===== src/rtl/pulse_measure_timer_defines.svh =====
// Register offsets, field positions, reset values and timing constants
`ifndef PULSE_MEASURE_TIMER_DEFINES_SVH
`define PULSE_MEASURE_TIMER_DEFINES_SVH

`define PMT_ADDR_W          12
`define PMT_OFF_CTRL        12'h000
`define PMT_OFF_SEL         12'h004
`define PMT_OFF_CNT_LOW     12'h008
`define PMT_OFF_CNT_HIGH    12'h00C
`define PMT_OFF_CNT_UPPER   12'h010
`define PMT_OFF_PR_LOW      12'h014
`define PMT_OFF_PR_HIGH     12'h018
`define PMT_OFF_PR_UPPER    12'h01C
`define PMT_OFF_PW_CAP      12'h020
`define PMT_OFF_PER_CAP     12'h024
`define PMT_OFF_STATUS      12'h028
`define PMT_OFF_IRQ_CLR     12'h02C
`define PMT_OFF_IRQ_EN      12'h030
`define PMT_OFF_LEVELS      12'h034

// Control register fields
`define PMT_CTRL_EN         0
`define PMT_CTRL_GO         1
`define PMT_CTRL_SINGLE     2
`define PMT_CTRL_POL        3
`define PMT_CTRL_W16        4
`define PMT_CTRL_MODE_LSB   5

// Source select fields, two bits each
`define PMT_SEL_CLK_LSB     0
`define PMT_SEL_GATE_LSB    2
`define PMT_SEL_SIG_LSB     4
`define PMT_SEL_WIN_LSB     6

// Status bits
`define PMT_ST_MATCH        0
`define PMT_ST_ACQ          1

`define PMT_PR_RESET        24'hFFFFFF
`define PMT_CNT_RESTART     24'h000001

`endif


===== src/rtl/pulse_measure_timer_pkg.sv =====
// Types shared by the pulse measure timer
package pulse_measure_timer_pkg;

	typedef enum logic [1:0] {
		mode_timer,
		mode_duty,
		mode_relative
	} measure_mode_t;

	typedef struct packed {
		logic [1:0] win_sel;
		logic [1:0] sig_sel;
		logic [1:0] gate_sel;
		logic [1:0] clk_sel;
	} source_sel_t;

	typedef struct packed {
		logic acq;
		logic match;
	} irq_bits_t;

endpackage


===== src/rtl/pulse_measure_timer.sv =====
// Signal measurement timer with capture, period match and APB registers
//
// What this block does
// - 24-bit counter readable and writable as low, high and upper bytes.
// - Optional mode makes the counter 16 bits wide instead of 24.
// - Two 24-bit capture registers hold pulse width and period.
// - 24-bit period-match value split in three readable writable bytes.
// - Interrupt request raised when counter reaches the period-match value.
// - Separate interrupt request raised when an acquisition completes.
// - Software selects clock, gate and measured-signal sources.
// - Several modes, including relative timing between edges of two signals.
// - Software can read present levels of selected input signals.
// - Duty mode measures high or low time per polarity, and period, in timer clocks.
// - Duty mode falling edge loads counter into pulse-width capture.
// - Duty mode rising edge loads period capture, restarts counter at one.
// - Single acquisition clears go bit on measured-input rise (duty mode) or window rise (relative mode).
`timescale 1ns/1ns
`include "pulse_measure_timer_defines.svh"

module pulse_measure_timer
	import pulse_measure_timer_pkg::*;
#(
	parameter int CNT_W   = 24,
	parameter int N_SRC   = 4
)(
	input  wire logic               ref_clk_i,
	input  wire logic               reset_n_i,
	input  wire logic               psel_i,
	input  wire logic               penable_i,
	input  wire logic               pwrite_i,
	input  wire logic [11:0]        paddr_i,
	input  wire logic [31:0]        pwdata_i,
	output logic      [31:0]        prdata_o,
	output logic                    pready_o,
	output logic                    pslverr_o,
	input  wire logic [N_SRC-1:0]   clk_src_i,
	input  wire logic [N_SRC-1:0]   gate_src_i,
	input  wire logic [N_SRC-1:0]   signal_src_i,
	output logic                    irq_o
);

	// Refuse widths that the byte map and the two-bit selects cannot serve
	if (CNT_W != 24 || N_SRC != 4)
	begin : g_bad_params
		$error("pulse_measure_timer supports CNT_W 24 and N_SRC 4 only");
	end

	// Bus decode
	logic apb_wr;
	assign apb_wr = psel_i && penable_i && pwrite_i && pready_o;

	// True when the bus address selects the given register offset
	function automatic logic hit(input logic [11:0] off);
		hit = (paddr_i == off);
	endfunction

	// Register state
	logic [7:0]    ctrl;
	source_sel_t   sel;
	logic [23:0]   counter;
	logic [23:0]   period_match_value;
	logic [23:0]   pulse_width_capture;
	logic [23:0]   period_capture;
	irq_bits_t     status;
	irq_bits_t     irq_en;
	logic [2:0]    prev_in;
	logic [2:0]    levels;
	logic [31:0]   prdata;
	logic          pready;
	logic          pslverr;
	logic          irq;

	// Next values of the register state
	logic [7:0]    next_ctrl;
	source_sel_t   next_sel;
	logic [23:0]   next_counter;
	logic [23:0]   next_period_match_value;
	logic [23:0]   next_pulse_width_capture;
	logic [23:0]   next_period_capture;
	irq_bits_t     next_status;
	irq_bits_t     next_irq_en;
	logic [2:0]    next_prev_in;
	logic [31:0]   next_prdata;
	logic          next_pready;
	logic          next_pslverr;
	logic          next_irq;

	// Source selection
	// Each two-bit select field picks one of the four lines of its group
	logic          tclk;
	logic          gate;
	logic          sig;
	logic          win;
	assign tclk = clk_src_i[sel.clk_sel];
	assign gate = gate_src_i[sel.gate_sel];
	assign sig  = signal_src_i[sel.sig_sel];
	assign win  = signal_src_i[sel.win_sel];
	assign levels = {win, sig, gate};

	// Edge detection of timer clock, measured input and window input
	// Edges are seen in the clock in which the pin changes, with no lag
	// A polarity change alone looks like one edge; change it while stopped
	logic          tick;
	logic          sig_pol;
	logic          sig_rise;
	logic          sig_fall;
	logic          win_rise;
	assign tick     = tclk && !prev_in[0];
	assign sig_pol  = ctrl[`PMT_CTRL_POL] ? !sig : sig;
	assign sig_rise = sig_pol && !prev_in[1];
	assign sig_fall = !sig_pol && prev_in[1];
	assign win_rise = win && !prev_in[2];

	// Active width mask
	logic [23:0]   cnt_mask;
	assign cnt_mask = ctrl[`PMT_CTRL_W16] ? 24'h00FFFF : 24'hFFFFFF;

	// Counting needs enable, go and the selected gate all high
	logic          running;
	logic          match;
	measure_mode_t mode;
	assign mode    = measure_mode_t'(ctrl[`PMT_CTRL_MODE_LSB +: 2]);
	assign running = ctrl[`PMT_CTRL_EN] && ctrl[`PMT_CTRL_GO] && gate;
	assign match   = running && tick &&
		((counter & cnt_mask) == (period_match_value & cnt_mask));

	// Next-state logic for counter, captures, flags and bus answer
	always_comb
	begin
		irq_bits_t ev;
		ev                       = '0;
		next_ctrl                = ctrl;
		next_sel                 = sel;
		next_counter             = counter;
		next_period_match_value  = period_match_value;
		next_pulse_width_capture = pulse_width_capture;
		next_period_capture      = period_capture;
		next_irq_en              = irq_en;
		next_prev_in             = {win, sig_pol, tclk};
		next_pready              = psel_i && !penable_i;
		next_pslverr             = 1'b0;
		next_prdata              = 32'h00000000;

		// Counting on each rising edge of the timer clock
		if (running && tick)
		begin
			if (match)
			begin
				ev.match     = 1'b1;
				next_counter = 24'h000000;
			end
			else
				next_counter = (counter + 24'h000001) & cnt_mask;
		end

		// Measurement modes
		if (running)
		begin
			unique case (mode)
				mode_duty:
				begin
					if (sig_fall)
						next_pulse_width_capture = counter;
					if (sig_rise)
					begin
						next_period_capture = counter;
						next_counter        = `PMT_CNT_RESTART;
						ev.acq              = 1'b1;
						if (ctrl[`PMT_CTRL_SINGLE])
							next_ctrl[`PMT_CTRL_GO] = 1'b0;
					end
				end
				mode_relative:
				begin
					if (sig_rise)
						next_counter = `PMT_CNT_RESTART;
					if (win_rise)
					begin
						next_pulse_width_capture = counter;
						ev.acq                   = 1'b1;
						if (ctrl[`PMT_CTRL_SINGLE])
							next_ctrl[`PMT_CTRL_GO] = 1'b0;
					end
				end
				default:
				begin
					if (sig_rise)
						next_period_capture = counter;
				end
			endcase
		end

		// Register writes
		// A write to the counter lands after counting, so software wins
		if (apb_wr)
		begin
			if (hit(`PMT_OFF_CTRL))
				next_ctrl = pwdata_i[7:0];
			if (hit(`PMT_OFF_SEL))
				next_sel = source_sel_t'(pwdata_i[7:0]);
			if (hit(`PMT_OFF_CNT_LOW))
				next_counter[7:0] = pwdata_i[7:0];
			if (hit(`PMT_OFF_CNT_HIGH))
				next_counter[15:8] = pwdata_i[7:0];
			if (hit(`PMT_OFF_CNT_UPPER))
				next_counter[23:16] = pwdata_i[7:0];
			if (hit(`PMT_OFF_PR_LOW))
				next_period_match_value[7:0] = pwdata_i[7:0];
			if (hit(`PMT_OFF_PR_HIGH))
				next_period_match_value[15:8] = pwdata_i[7:0];
			if (hit(`PMT_OFF_PR_UPPER))
				next_period_match_value[23:16] = pwdata_i[7:0];
			if (hit(`PMT_OFF_IRQ_EN))
				next_irq_en = irq_bits_t'(pwdata_i[1:0]);
		end

		// Sticky status, set wins over clear
		next_status = status;
		if (apb_wr && hit(`PMT_OFF_IRQ_CLR))
			next_status = irq_bits_t'(status & ~pwdata_i[1:0]);
		next_status = irq_bits_t'(next_status | ev);
		// Built from next values so the interrupt tracks status without extra lag
		next_irq    = |(next_status & next_irq_en);

		// Read data, sampled during setup cycle
		if (psel_i && !penable_i && !pwrite_i)
		begin
			unique case (paddr_i)
				`PMT_OFF_CTRL:      next_prdata = {24'h000000, ctrl};
				`PMT_OFF_SEL:       next_prdata = {24'h000000, sel};
				`PMT_OFF_CNT_LOW:   next_prdata = {24'h000000, counter[7:0]};
				`PMT_OFF_CNT_HIGH:  next_prdata = {24'h000000, counter[15:8]};
				`PMT_OFF_CNT_UPPER: next_prdata = {24'h000000, counter[23:16]};
				`PMT_OFF_PR_LOW:    next_prdata = {24'h000000, period_match_value[7:0]};
				`PMT_OFF_PR_HIGH:   next_prdata = {24'h000000, period_match_value[15:8]};
				`PMT_OFF_PR_UPPER:  next_prdata = {24'h000000, period_match_value[23:16]};
				`PMT_OFF_PW_CAP:    next_prdata = {8'h00, pulse_width_capture};
				`PMT_OFF_PER_CAP:   next_prdata = {8'h00, period_capture};
				`PMT_OFF_STATUS:    next_prdata = {30'h00000000, status};
				`PMT_OFF_IRQ_EN:    next_prdata = {30'h00000000, irq_en};
				`PMT_OFF_LEVELS:    next_prdata = {29'h00000000, levels};
				`PMT_OFF_IRQ_CLR:   next_prdata = 32'h00000000;
				default:            next_pslverr = 1'b1;
			endcase
		end
		else if (psel_i && !penable_i)
		begin
			next_prdata  = 32'h00000000;
			next_pslverr = 1'b0;
		end
		// Hold the answer should a wait state ever be inserted
		else if (psel_i && penable_i && !pready_o)
		begin
			next_prdata  = prdata;
			next_pslverr = pslverr;
		end
	end

	// State registers
	always_ff @(posedge ref_clk_i or negedge reset_n_i)
	begin
		if (!reset_n_i)
		begin
			ctrl                <= 8'h00;
			sel                 <= '0;
			counter             <= 24'h000000;
			period_match_value  <= `PMT_PR_RESET;
			pulse_width_capture <= 24'h000000;
			period_capture      <= 24'h000000;
			status              <= '0;
			irq_en              <= '0;
			prev_in             <= 3'h0;
			prdata              <= 32'h00000000;
			pready              <= 1'b0;
			pslverr             <= 1'b0;
			irq                 <= 1'b0;
		end
		else
		begin
			ctrl                <= next_ctrl;
			sel                 <= next_sel;
			counter             <= next_counter;
			period_match_value  <= next_period_match_value;
			pulse_width_capture <= next_pulse_width_capture;
			period_capture      <= next_period_capture;
			status              <= next_status;
			irq_en              <= next_irq_en;
			prev_in             <= next_prev_in;
			prdata              <= next_prdata;
			pready              <= next_pready;
			pslverr             <= next_pslverr;
			irq                 <= next_irq;
		end
	end

	// Outputs come straight from their flip-flops
	assign prdata_o  = prdata;
	assign pready_o  = pready;
	assign pslverr_o = pslverr;
	assign irq_o     = irq;

endmodule // pulse_measure_timer


===== config.mk =====
export PLATFORM = sky130hd
export DESIGN_NAME = pulse_measure_timer
export DESIGN_NICKNAME = d
export VERILOG_FILES = /design/src/rtl/pulse_measure_timer_pkg.sv /design/src/rtl/pulse_measure_timer.sv
export VERILOG_INCLUDE_DIRS = /design/src /design/src/rtl
export SDC_FILE = /design/constraint.sdc
export NUM_CORES = 1
export LEC_CHECK = 0
export BUFFER_PORTS_ARGS = -buffer_cell sky130_fd_sc_hd__buf_2
export CORE_ASPECT_RATIO = 0.7
export CORE_UTILIZATION = 40
export CTS_CLUSTER_DIAMETER = 100
export DETAILED_ROUTE_END_ITERATION = 6
export PLACE_DENSITY = 0.63
export SETUP_SLACK_MARGIN = 0.2
export SLEW_MARGIN = 40
export SYNTH_ARGS = -nofsm -noshare
export SYNTH_HDL_FRONTEND = slang
export SYNTH_SLANG_ARGS = --single-unit
export TNS_END_PERCENT = 30

===== constraint.sdc =====
create_clock -name ref_clk_i -period 5.8 [get_ports ref_clk_i]
set_input_delay 0.87 -clock ref_clk_i [delete_from_list [all_inputs] [get_ports ref_clk_i]]
set_output_delay 0.87 -clock ref_clk_i [all_outputs]
set_load 0.02 [all_outputs]

==> results of run 1 <==
==> report_power, final <==
group | leakage [nW] | internal [mW] | switching, mW | total [mW]
registers | 1.89 | 1.03 | 0.0195 | 1.05
logic | 1.77 | 0.0349 | 0.0847 | 0.120
clock network | 0.312 | 0.738 | 0.455 | 1.19
==> cells in the final DEF (no fill, tap or decap), drive strengths merged, types with 3 or more instances in the layout <==
| cell | Yosys | layout |
|---|---|---|
| a211oi | 3 | 3 |
| a21oi | 12 | 12 |
| a22o | 6 | 6 |
| a22oi | 29 | 29 |
| a32o | 5 | 5 |
| a32oi | 6 | 6 |
| and2 | 5 | 5 |
| and3 | 3 | 3 |
| buf | 24 | 72 |
| bufinv | 0 | 4 |
| clkbuf | 44 | 19 |
| clkinv | 0 | 4 |
| conb | 1 | 8 |
| dfrtp | 122 | 122 |
| dfstp | 24 | 24 |
| ha | 3 | 3 |
| inv | 11 | 16 |
| mux2 | 94 | 94 |
| mux2i | 17 | 17 |
| mux4 | 3 | 3 |
| nand2 | 70 | 70 |
| nand2b | 4 | 4 |
| nand3 | 26 | 26 |
| nand4 | 10 | 10 |
| nor2 | 25 | 25 |
| nor2b | 7 | 7 |
| nor3 | 23 | 23 |
| nor3b | 3 | 3 |
| nor4 | 17 | 17 |
| o21ai | 56 | 56 |
| o22ai | 5 | 5 |
| or2 | 3 | 3 |
| or4 | 3 | 3 |
| xnor2 | 9 | 9 |
| xor2 | 34 | 34 |
==> routing by layer <==
metal	track usage	wire length [um]	share of wire
met2	0.2958	8768	0.39
met5	0	0	0
met4	0.07714	325	0.014
met1	0.3696	11070	0.49
met3	0.07743	2524	0.11
==> cells by family (layout without fill, tap and decap cells) <==
kind of cell,Yosys count,after routing,synth area share
adders and majority gates,3,3,0.004787
DFF,146,146,0.4698
and+or+nand+nor,211,211,0.1470
buffers and inverters,79,116,0.04484
muxes,114,114,0.1653
AOI/OAI and AO/OA,142,142,0.1198
other,1,8,0.0004782
xor gates and xnor gates,43,43,0.04803
==> area by class of cell <==
class / instances / area [um^2] / share of cell area
inverters: 11 / 41.29 / 0.004611
clock inverters: 14 / 198.9 / 0.02222
well taps: 264 / 330.3 / 0.03689
flip-flops and latches: 146 / 3684 / 0.4113
clock buffers: 18 / 439.2 / 0.04904
repair buffers: 73 / 399.1 / 0.04457
multi-input cells: 521 / 3862 / 0.4313
==> final timing paths <==
| path | from | end | slack [ns] |
|---|---|---|---|
| min reg2reg | prdata_o[4]$_DFFE_PN0P_ | prdata_o[4]$_DFFE_PN0P_ | 0.47 |
| min | prdata_o[4]$_DFFE_PN0P_ | prdata_o[4]$_DFFE_PN0P_ | 0.47 |
| max | paddr_i[7] | counter[20]$_DFF_PN0_ | 2.73 |
| max in group asynchronous | reset_n_i | counter[2]$_DFF_PN0_ | 4.10 |
| max reg2reg | counter[15]$_DFF_PN0_ | counter[17]$_DFF_PN0_ | 3.14 |
| min in group asynchronous | reset_n_i | pready_o$_DFF_PN0_ | 0.49 |
==> through the flow <==
step           utilization  std cells  hold WS, ns  worst slack, ns
2_1_floorplan            -        746       0.4722            2.996
3_3_place_gp        0.4353       1013       0.4571            2.044
3_5_place_dp        0.4367       1015       0.4656            2.149
4_1_cts             0.4703       1047       0.4785            2.604
5_1_grt             0.4707       1047       0.5004            2.641
6_report            0.4707       1047       0.4720            2.730
==> flip-flops by register name, indices dropped and copies added (netlist names), 2 cells and up <==
signal / cells
counter: 24
ctrl: 8
irq_en: 2
period_capture: 24
period_match_value: 24
prdata_o: 24
prev_in: 3
pulse_width_capture: 24
sel: 8
status: 2
==> worst max-delay path, cell delays in order <==
cell,delay [ns]
sky130_fd_sc_hd__buf_2,0.09
sky130_fd_sc_hd__or4_4,0.57
sky130_fd_sc_hd__or3_1,0.63
sky130_fd_sc_hd__nor3_4,0.63
sky130_fd_sc_hd__nor3_1,0.22
sky130_fd_sc_hd__a22oi_1,0.21
sky130_fd_sc_hd__o21ai_0,0.13
==> impl_results.md, run 1 <==
- Status: completed
- Average instance area after synthesis: roughly 11 um^2
- Per-cell via count in the routed design: approximately 5.8
- Final Wtd Congestion: around 0.99
- Port bufs: 63
- Placeable core region: roughly 0.019 mm^2
- Path type of the worst setup path: in -> reg
- Count of final max-slew check failures: 0
- DRC violation count after routing: 0
- Post-detail-place hpwl: around 16,000 um
- CTS Sinks: roughly 150
- Peak clock frequency supported by timing: 325.8 MHz
- Critical path peak fanout: 11
- Required time of the worst setup path: a little over 6 ns
- Portion of the post-synthesis area used by sequential elements: 0.4698
- Total Routing Usage GR: 0.2362
- Pwr per Cell Area: roughly 260 mW/mm^2
- Warnings, synthesis: 0
- Gate Count Post-Synth: roughly 740
- Number of setup buffers added after CTS: 0
- Setup tns final: 0 ns
- Vertical die dimension: ~120 um
- Fraction of layout cells with a size suffix above 1: 0.3129
- Clock transition time at the flip-flop clock pins of the worst setup and hold paths: approximately 0.06 ns
- Tightest slew margin relative to the limit: 0.4152
- Critical path arrival: 3.36 ns
- Clock tree from TritonCTS: done
- Worst-skew pair later-pin latency: about 0.43 ns
- Starting Density: 0.4122
- Area share of the largest cell type after synthesis: 0.3893
- Global-route congestion overflow total: 0
- Finish-stage setup viols: 0
- Leading post-synthesis cells by cell area: sky130_fd_sc_hd__dfrtp_1, sky130_fd_sc_hd__mux2_2, sky130_fd_sc_hd__dfstp_2
- Antenna viol nets, final: 0
- Number of detailed-routing iterations run before antenna repair: 7
- Final Instance Area: a little under 0.009 mm^2
- Number of enable-type register cells in the synthesized netlist: 0
- Average routed wire per standard cell: around 22 um
- Total of flip-flops plus latches after synthesis: between 100 and 150
- Number of different library cells in the post-synthesis netlist: 71
- Filler Cells Inserted: about 1,800
- Post-CTS sizing: 0
- Summed instance area of the synthesized netlist: between 0.007 and 0.008 mm^2
- Hold-fix buffers, CTS: 0
- Die Footprint: around 0.020 mm^2
- Transition time at the pin with the least slew margin: 0.8754 ns
- PnR Total Power: approximately 2.4 mW
- Kind of path behind the tightest hold check: reg -> reg
- Cell accounting for the most synthesized area: sky130_fd_sc_hd__dfrtp_1
- Worst Reg2Reg Path Length in Cells: 6
- Wire length of the first global-routing pass: between 30,000 and 40,000 um
- H-tree Lvls: 4
- Placed cell areas: approximately 0.0083 mm^2
- Fraction of registers with async set/reset: 1.000
- Num ports: 96
- RSZ-0062 raised after global routing: false
- Row cnt: 42
- Maximum count of clock buffers along a single path: 2
- Pin count of the biggest net entering global routing: between 90 and 100
- Highest ir drop seen on vdd: 0.0002161 V
- Total CTS buffers: 17
- Leading cell types by count after synthesis: sky130_fd_sc_hd__dfrtp_1, sky130_fd_sc_hd__mux2_2, sky130_fd_sc_hd__nand2_1
- Final period demand of the worst path: 3.070 ns
- Reported max-cap violation count: 0
- Vias in the first global route: 5,619
- CTS Root Buffer Type: sky130_fd_sc_hd__clkbuf_16
- Leakage Power: 3.963 nW
- Antenna violations before repair: 0
- Routed via count: approximately 6,000
- Horiz. Die Dim: about 170 um
- Dominant register cell in the synthesized netlist: sky130_fd_sc_hd__dfrtp_1
- Area grow syn2layout: 14.20%
- Total wire length: 22,690 um
- Critical Path Sink Type: flop
- Clock tree skew after final layout: 0.006837 ns
- Number of inserted diodes: 0
- Startpoint kind of the worst setup timing path: input port
- Final worst path period share: 0.5292
- Initial DRC count: 622
- Library cell with the highest instance count after synthesis: sky130_fd_sc_hd__dfrtp_1
- Post-layout nets: around 830
- Final hold violation count: 0
- Number of stages on the worst hold path: 2
No activity file was read; power rests on OpenSTA's default activity.
==> run 2: changes to the inputs <==
Clock period 5.8 ns to 3.05 ns, I/O delays scaled along.
==> run 2 against run 1 <==
Against the previous run: die area is the same; critical endpoint is now counter[23]$_DFF_PN0_; first-iteration DRC count grew 0.16%; global-route usage grew 1.3 points; clock skew is essentially flat.
==> impl_results.md, run 2 (synthesis gave the netlist of run 1 again) <==
- Finish-stage setup viols: 0 (unchanged)
- Net Switching: 1.043 mW (was 0.5595 mW)
- Post-layout nets: 866 (was 834)
- Number of detailed-routing iterations run before antenna repair: 5 (was 7)
- Worst-skew pair later-pin latency: 0.43 ns (about the same)
- Vias in the first global route: 5,969 (was 5,619)
- Transition time at the pin with the least slew margin: 0.6544 ns (was 0.8754 ns)
- Critical register-to-register path startpoint: sel[3]$_DFFE_PN0P_ (was counter[15]$_DFF_PN0_)
- Critical-path cell with the highest stage delay: sky130_fd_sc_hd__or3b_1 (was sky130_fd_sc_hd__or3_1)
- Highest ir drop seen on vdd: 0.0003756 V (was 0.0002161 V)
- Most frequent standard cell in the layout excluding fill and tap cells: sky130_fd_sc_hd__dfrtp_1 (unchanged)
- Switching part of the total power: 0.2365 (was 0.2372)
- Logic gate share of total power: 0.059 (was 0.051)
- CTS Sinks: 146 (unchanged)
- Peak clock frequency supported by timing: about 390 MHz
- Path type of the worst setup path: reg -> reg (was in -> reg)
- Initial DRC count: 623 (was 622)
- Status: completed (unchanged)
- Port bufs: 63 (unchanged)
- Horiz. Die Dim: 169.3 um (unchanged)
- Startpoint kind of the worst setup timing path: flop (was input port)
- H-tree Lvls: 4 (unchanged)
- Critical path arrival: 2.90 ns (was 3.36 ns)
- Startpoint of the worst hold path: penable_i (was prdata_o[4]$_DFFE_PN0P_)
- Final period demand of the worst path: about 2.6 ns
- Vertical die dimension: 119.1 um (unchanged)
- PnR Total Power: 4.408 mW (was 2.359 mW)
- Per-cell via count in the routed design: 5.796 (was 5.801)
- Antenna violations before repair: 0 (unchanged)
- Post-CTS sizing: 0 (unchanged)
- Kind of path behind the tightest hold check: in -> reg (was reg -> reg)
- Antenna viol nets, final: 0 (unchanged)
- Total Routing Usage GR: 0.2495 (was 0.2362)
- Internal power: 3.366 mW (was 1.800 mW)
- Num ports: 96 (unchanged)
- Total wire length: 23,700 um (was 22,690 um)
- Clock power share: 0.492 (was 0.506)
- Number of setup buffers added after CTS: 0 (unchanged)
- Global-route congestion overflow total: 0 (unchanged)
- Number of cells after detailed placement: 1,046 (was 1,015)
- R2r setup slk: 0.46 ns (was 3.14 ns)
- Fraction of layout cells with a size suffix above 1: 0.3366 (was 0.3129)
- Peak per-stage delay on the critical path: 0.70 ns (was 0.63 ns)
- Final hold violation count: 0 (unchanged)
- Final non-filler cell total: 1,078 (was 1,047)
- Number of inserted diodes: 0 (unchanged)
- Starting Density: 0.4122 (unchanged)
- Die Footprint: 0.02018 mm^2 (unchanged)
- Final Wtd Congestion: 0.9659 (was 0.9931)
- Setup tns final: 0 ns (unchanged)
- Crit-path cells: mux2i_1 > o22a_1 > or3b_1 > nor3_1 > xor2_1 > a32o_1 (was buf_2 > or4_4 > or3_1 > nor3_4 > nor3_1 > a22oi_1 > o21ai_0)
- Average routed wire per standard cell: 21.99 um (was 21.67 um)
- Post-detail-place hpwl: 17,020 um (was 15,900 um)
- Leakage Power: 4.095 nW (was 3.963 nW)
- Clock tree skew after final layout: 0.006624 ns (was 0.006837 ns)
- Required time of the worst setup path: 3.36 ns (was 6.09 ns)
- Tightest slew margin relative to the limit: 0.5638 (was 0.4152)
- Critical path peak fanout: 16 (was 11)
- DRC violation count after routing: 0 (unchanged)
- Clock transition time at the flip-flop clock pins of the worst setup and hold paths: 0.06 ns (about the same)
- Pin count of the biggest net entering global routing: 84 (was 93)
- Count of final max-slew check failures: 0 (unchanged)
- Row cnt: 42 (unchanged)
- Leading cell types in the layout, fill and taps excluded: sky130_fd_sc_hd__dfrtp_1, sky130_fd_sc_hd__mux2_2, sky130_fd_sc_hd__nand2_1 (unchanged)
- Clock tree from TritonCTS: done (unchanged)
- Final worst path period share: 0.8492
- Proportion of power drawn by flip-flops and latches: 0.448 (was 0.444)
- Wire length of the first global-routing pass: 36,800 um (was 34,880 um)
- Area grow syn2layout: 16.91% (was 14.20%)
- Total CTS buffers: 17 (unchanged)
- RSZ-0062 raised after global routing: false (unchanged)
- First element of the critical path: sel[3]$_DFFE_PN0P_ (was paddr_i[7])
- CTS Root Buffer Type: sky130_fd_sc_hd__clkbuf_16 (unchanged)
- Maximum count of clock buffers along a single path: 2 (unchanged)
- Pwr per Cell Area: 480.9 mW/mm^2 (was 263.4 mW/mm^2)
- Routed via count: 6,248 (was 6,074)
- Placeable core region: 0.01902 mm^2 (unchanged)
- Critical Path Sink Type: flop (unchanged)
- Reported max-cap violation count: 0 (unchanged)
## run 2: cell type report
| cell class | count | area, um^2 |
|---|---|---|
| Clock buffer | 20 | 456.7 |
| Clock inverter | 11 | 152.6 |
| Fill cell | 1780 | 9856 |
| Inverter | 11 | 41.29 |
| Multi-Input combinational cell | 521 | 3851 |
| Sequential cell | 146 | 3684 |
| Tap cell | 264 | 330.3 |
| Timing Repair Buffer | 105 | 651.9 |
## run 2: path summary, 6_finish.rpt
kind | endpoint | depth (start not counted)
hold / removal | pready_o$_DFF_PN0_ | 2
setup reg to reg | counter[23]$_DFF_PN0_ | 6
max in group asynchronous | period_match_value[6]$_DFFE_PN1P_ | 3
hold reg to reg | prdata_o[23]$_DFFE_PN0P_ | 2
setup / recovery | counter[23]$_DFF_PN0_ | 6
min in group asynchronous | pready_o$_DFF_PN0_ | 2
## run 2: what timing repair did
item,4_1_cts,5_1_grt
setup endpoints to repair,0,0
hold buffers,1,0
endpoints found under the hold margin,38,0
## run 2: per-stage QoR
step	utilization	setup slack [ns]	cell area (um^2)	hold WS, ns
finish	0.4819	0.4599	9168	0.2184
global route	0.4819	0.3331	9168	0.2164
CTS	0.4818	0.4589	9165	0.1954
detailed placement	0.4492	0.1741	8546	0.3962
global placement	0.4490	0.1814	8541	0.3953
floorplan	-	0.6581	7868	0.1619
## run 2: routing by layer
layer  wire, um  vias up  global-route usage
met5          0        -                   0
met4        447        0             0.08108
met1      11280     3111              0.3802
li1           -     2801                   -
met3       2564       36             0.08541
met2       9409      300              0.3225
## run 2: power by group through the flow
stage	Combinational [mW]	Clock, mW	Sequential (mW)
after detailed placement	0.257	0	2.01
after global placement	0.255	0	2.01
final	0.261	2.17	1.98
after global routing	0.284	2.29	1.98
after floorplan	0.134	0	2.00
after CTS	0.259	2.22	1.98
## run 2: worst max-delay path, delay by kind of cell, from the launching register on
family	cells	cell delay, ns
compound gates	2	0.67
xor+xnor	1	0.11
flops	1	0.45
mux	1	0.19
simple gates	2	1.06
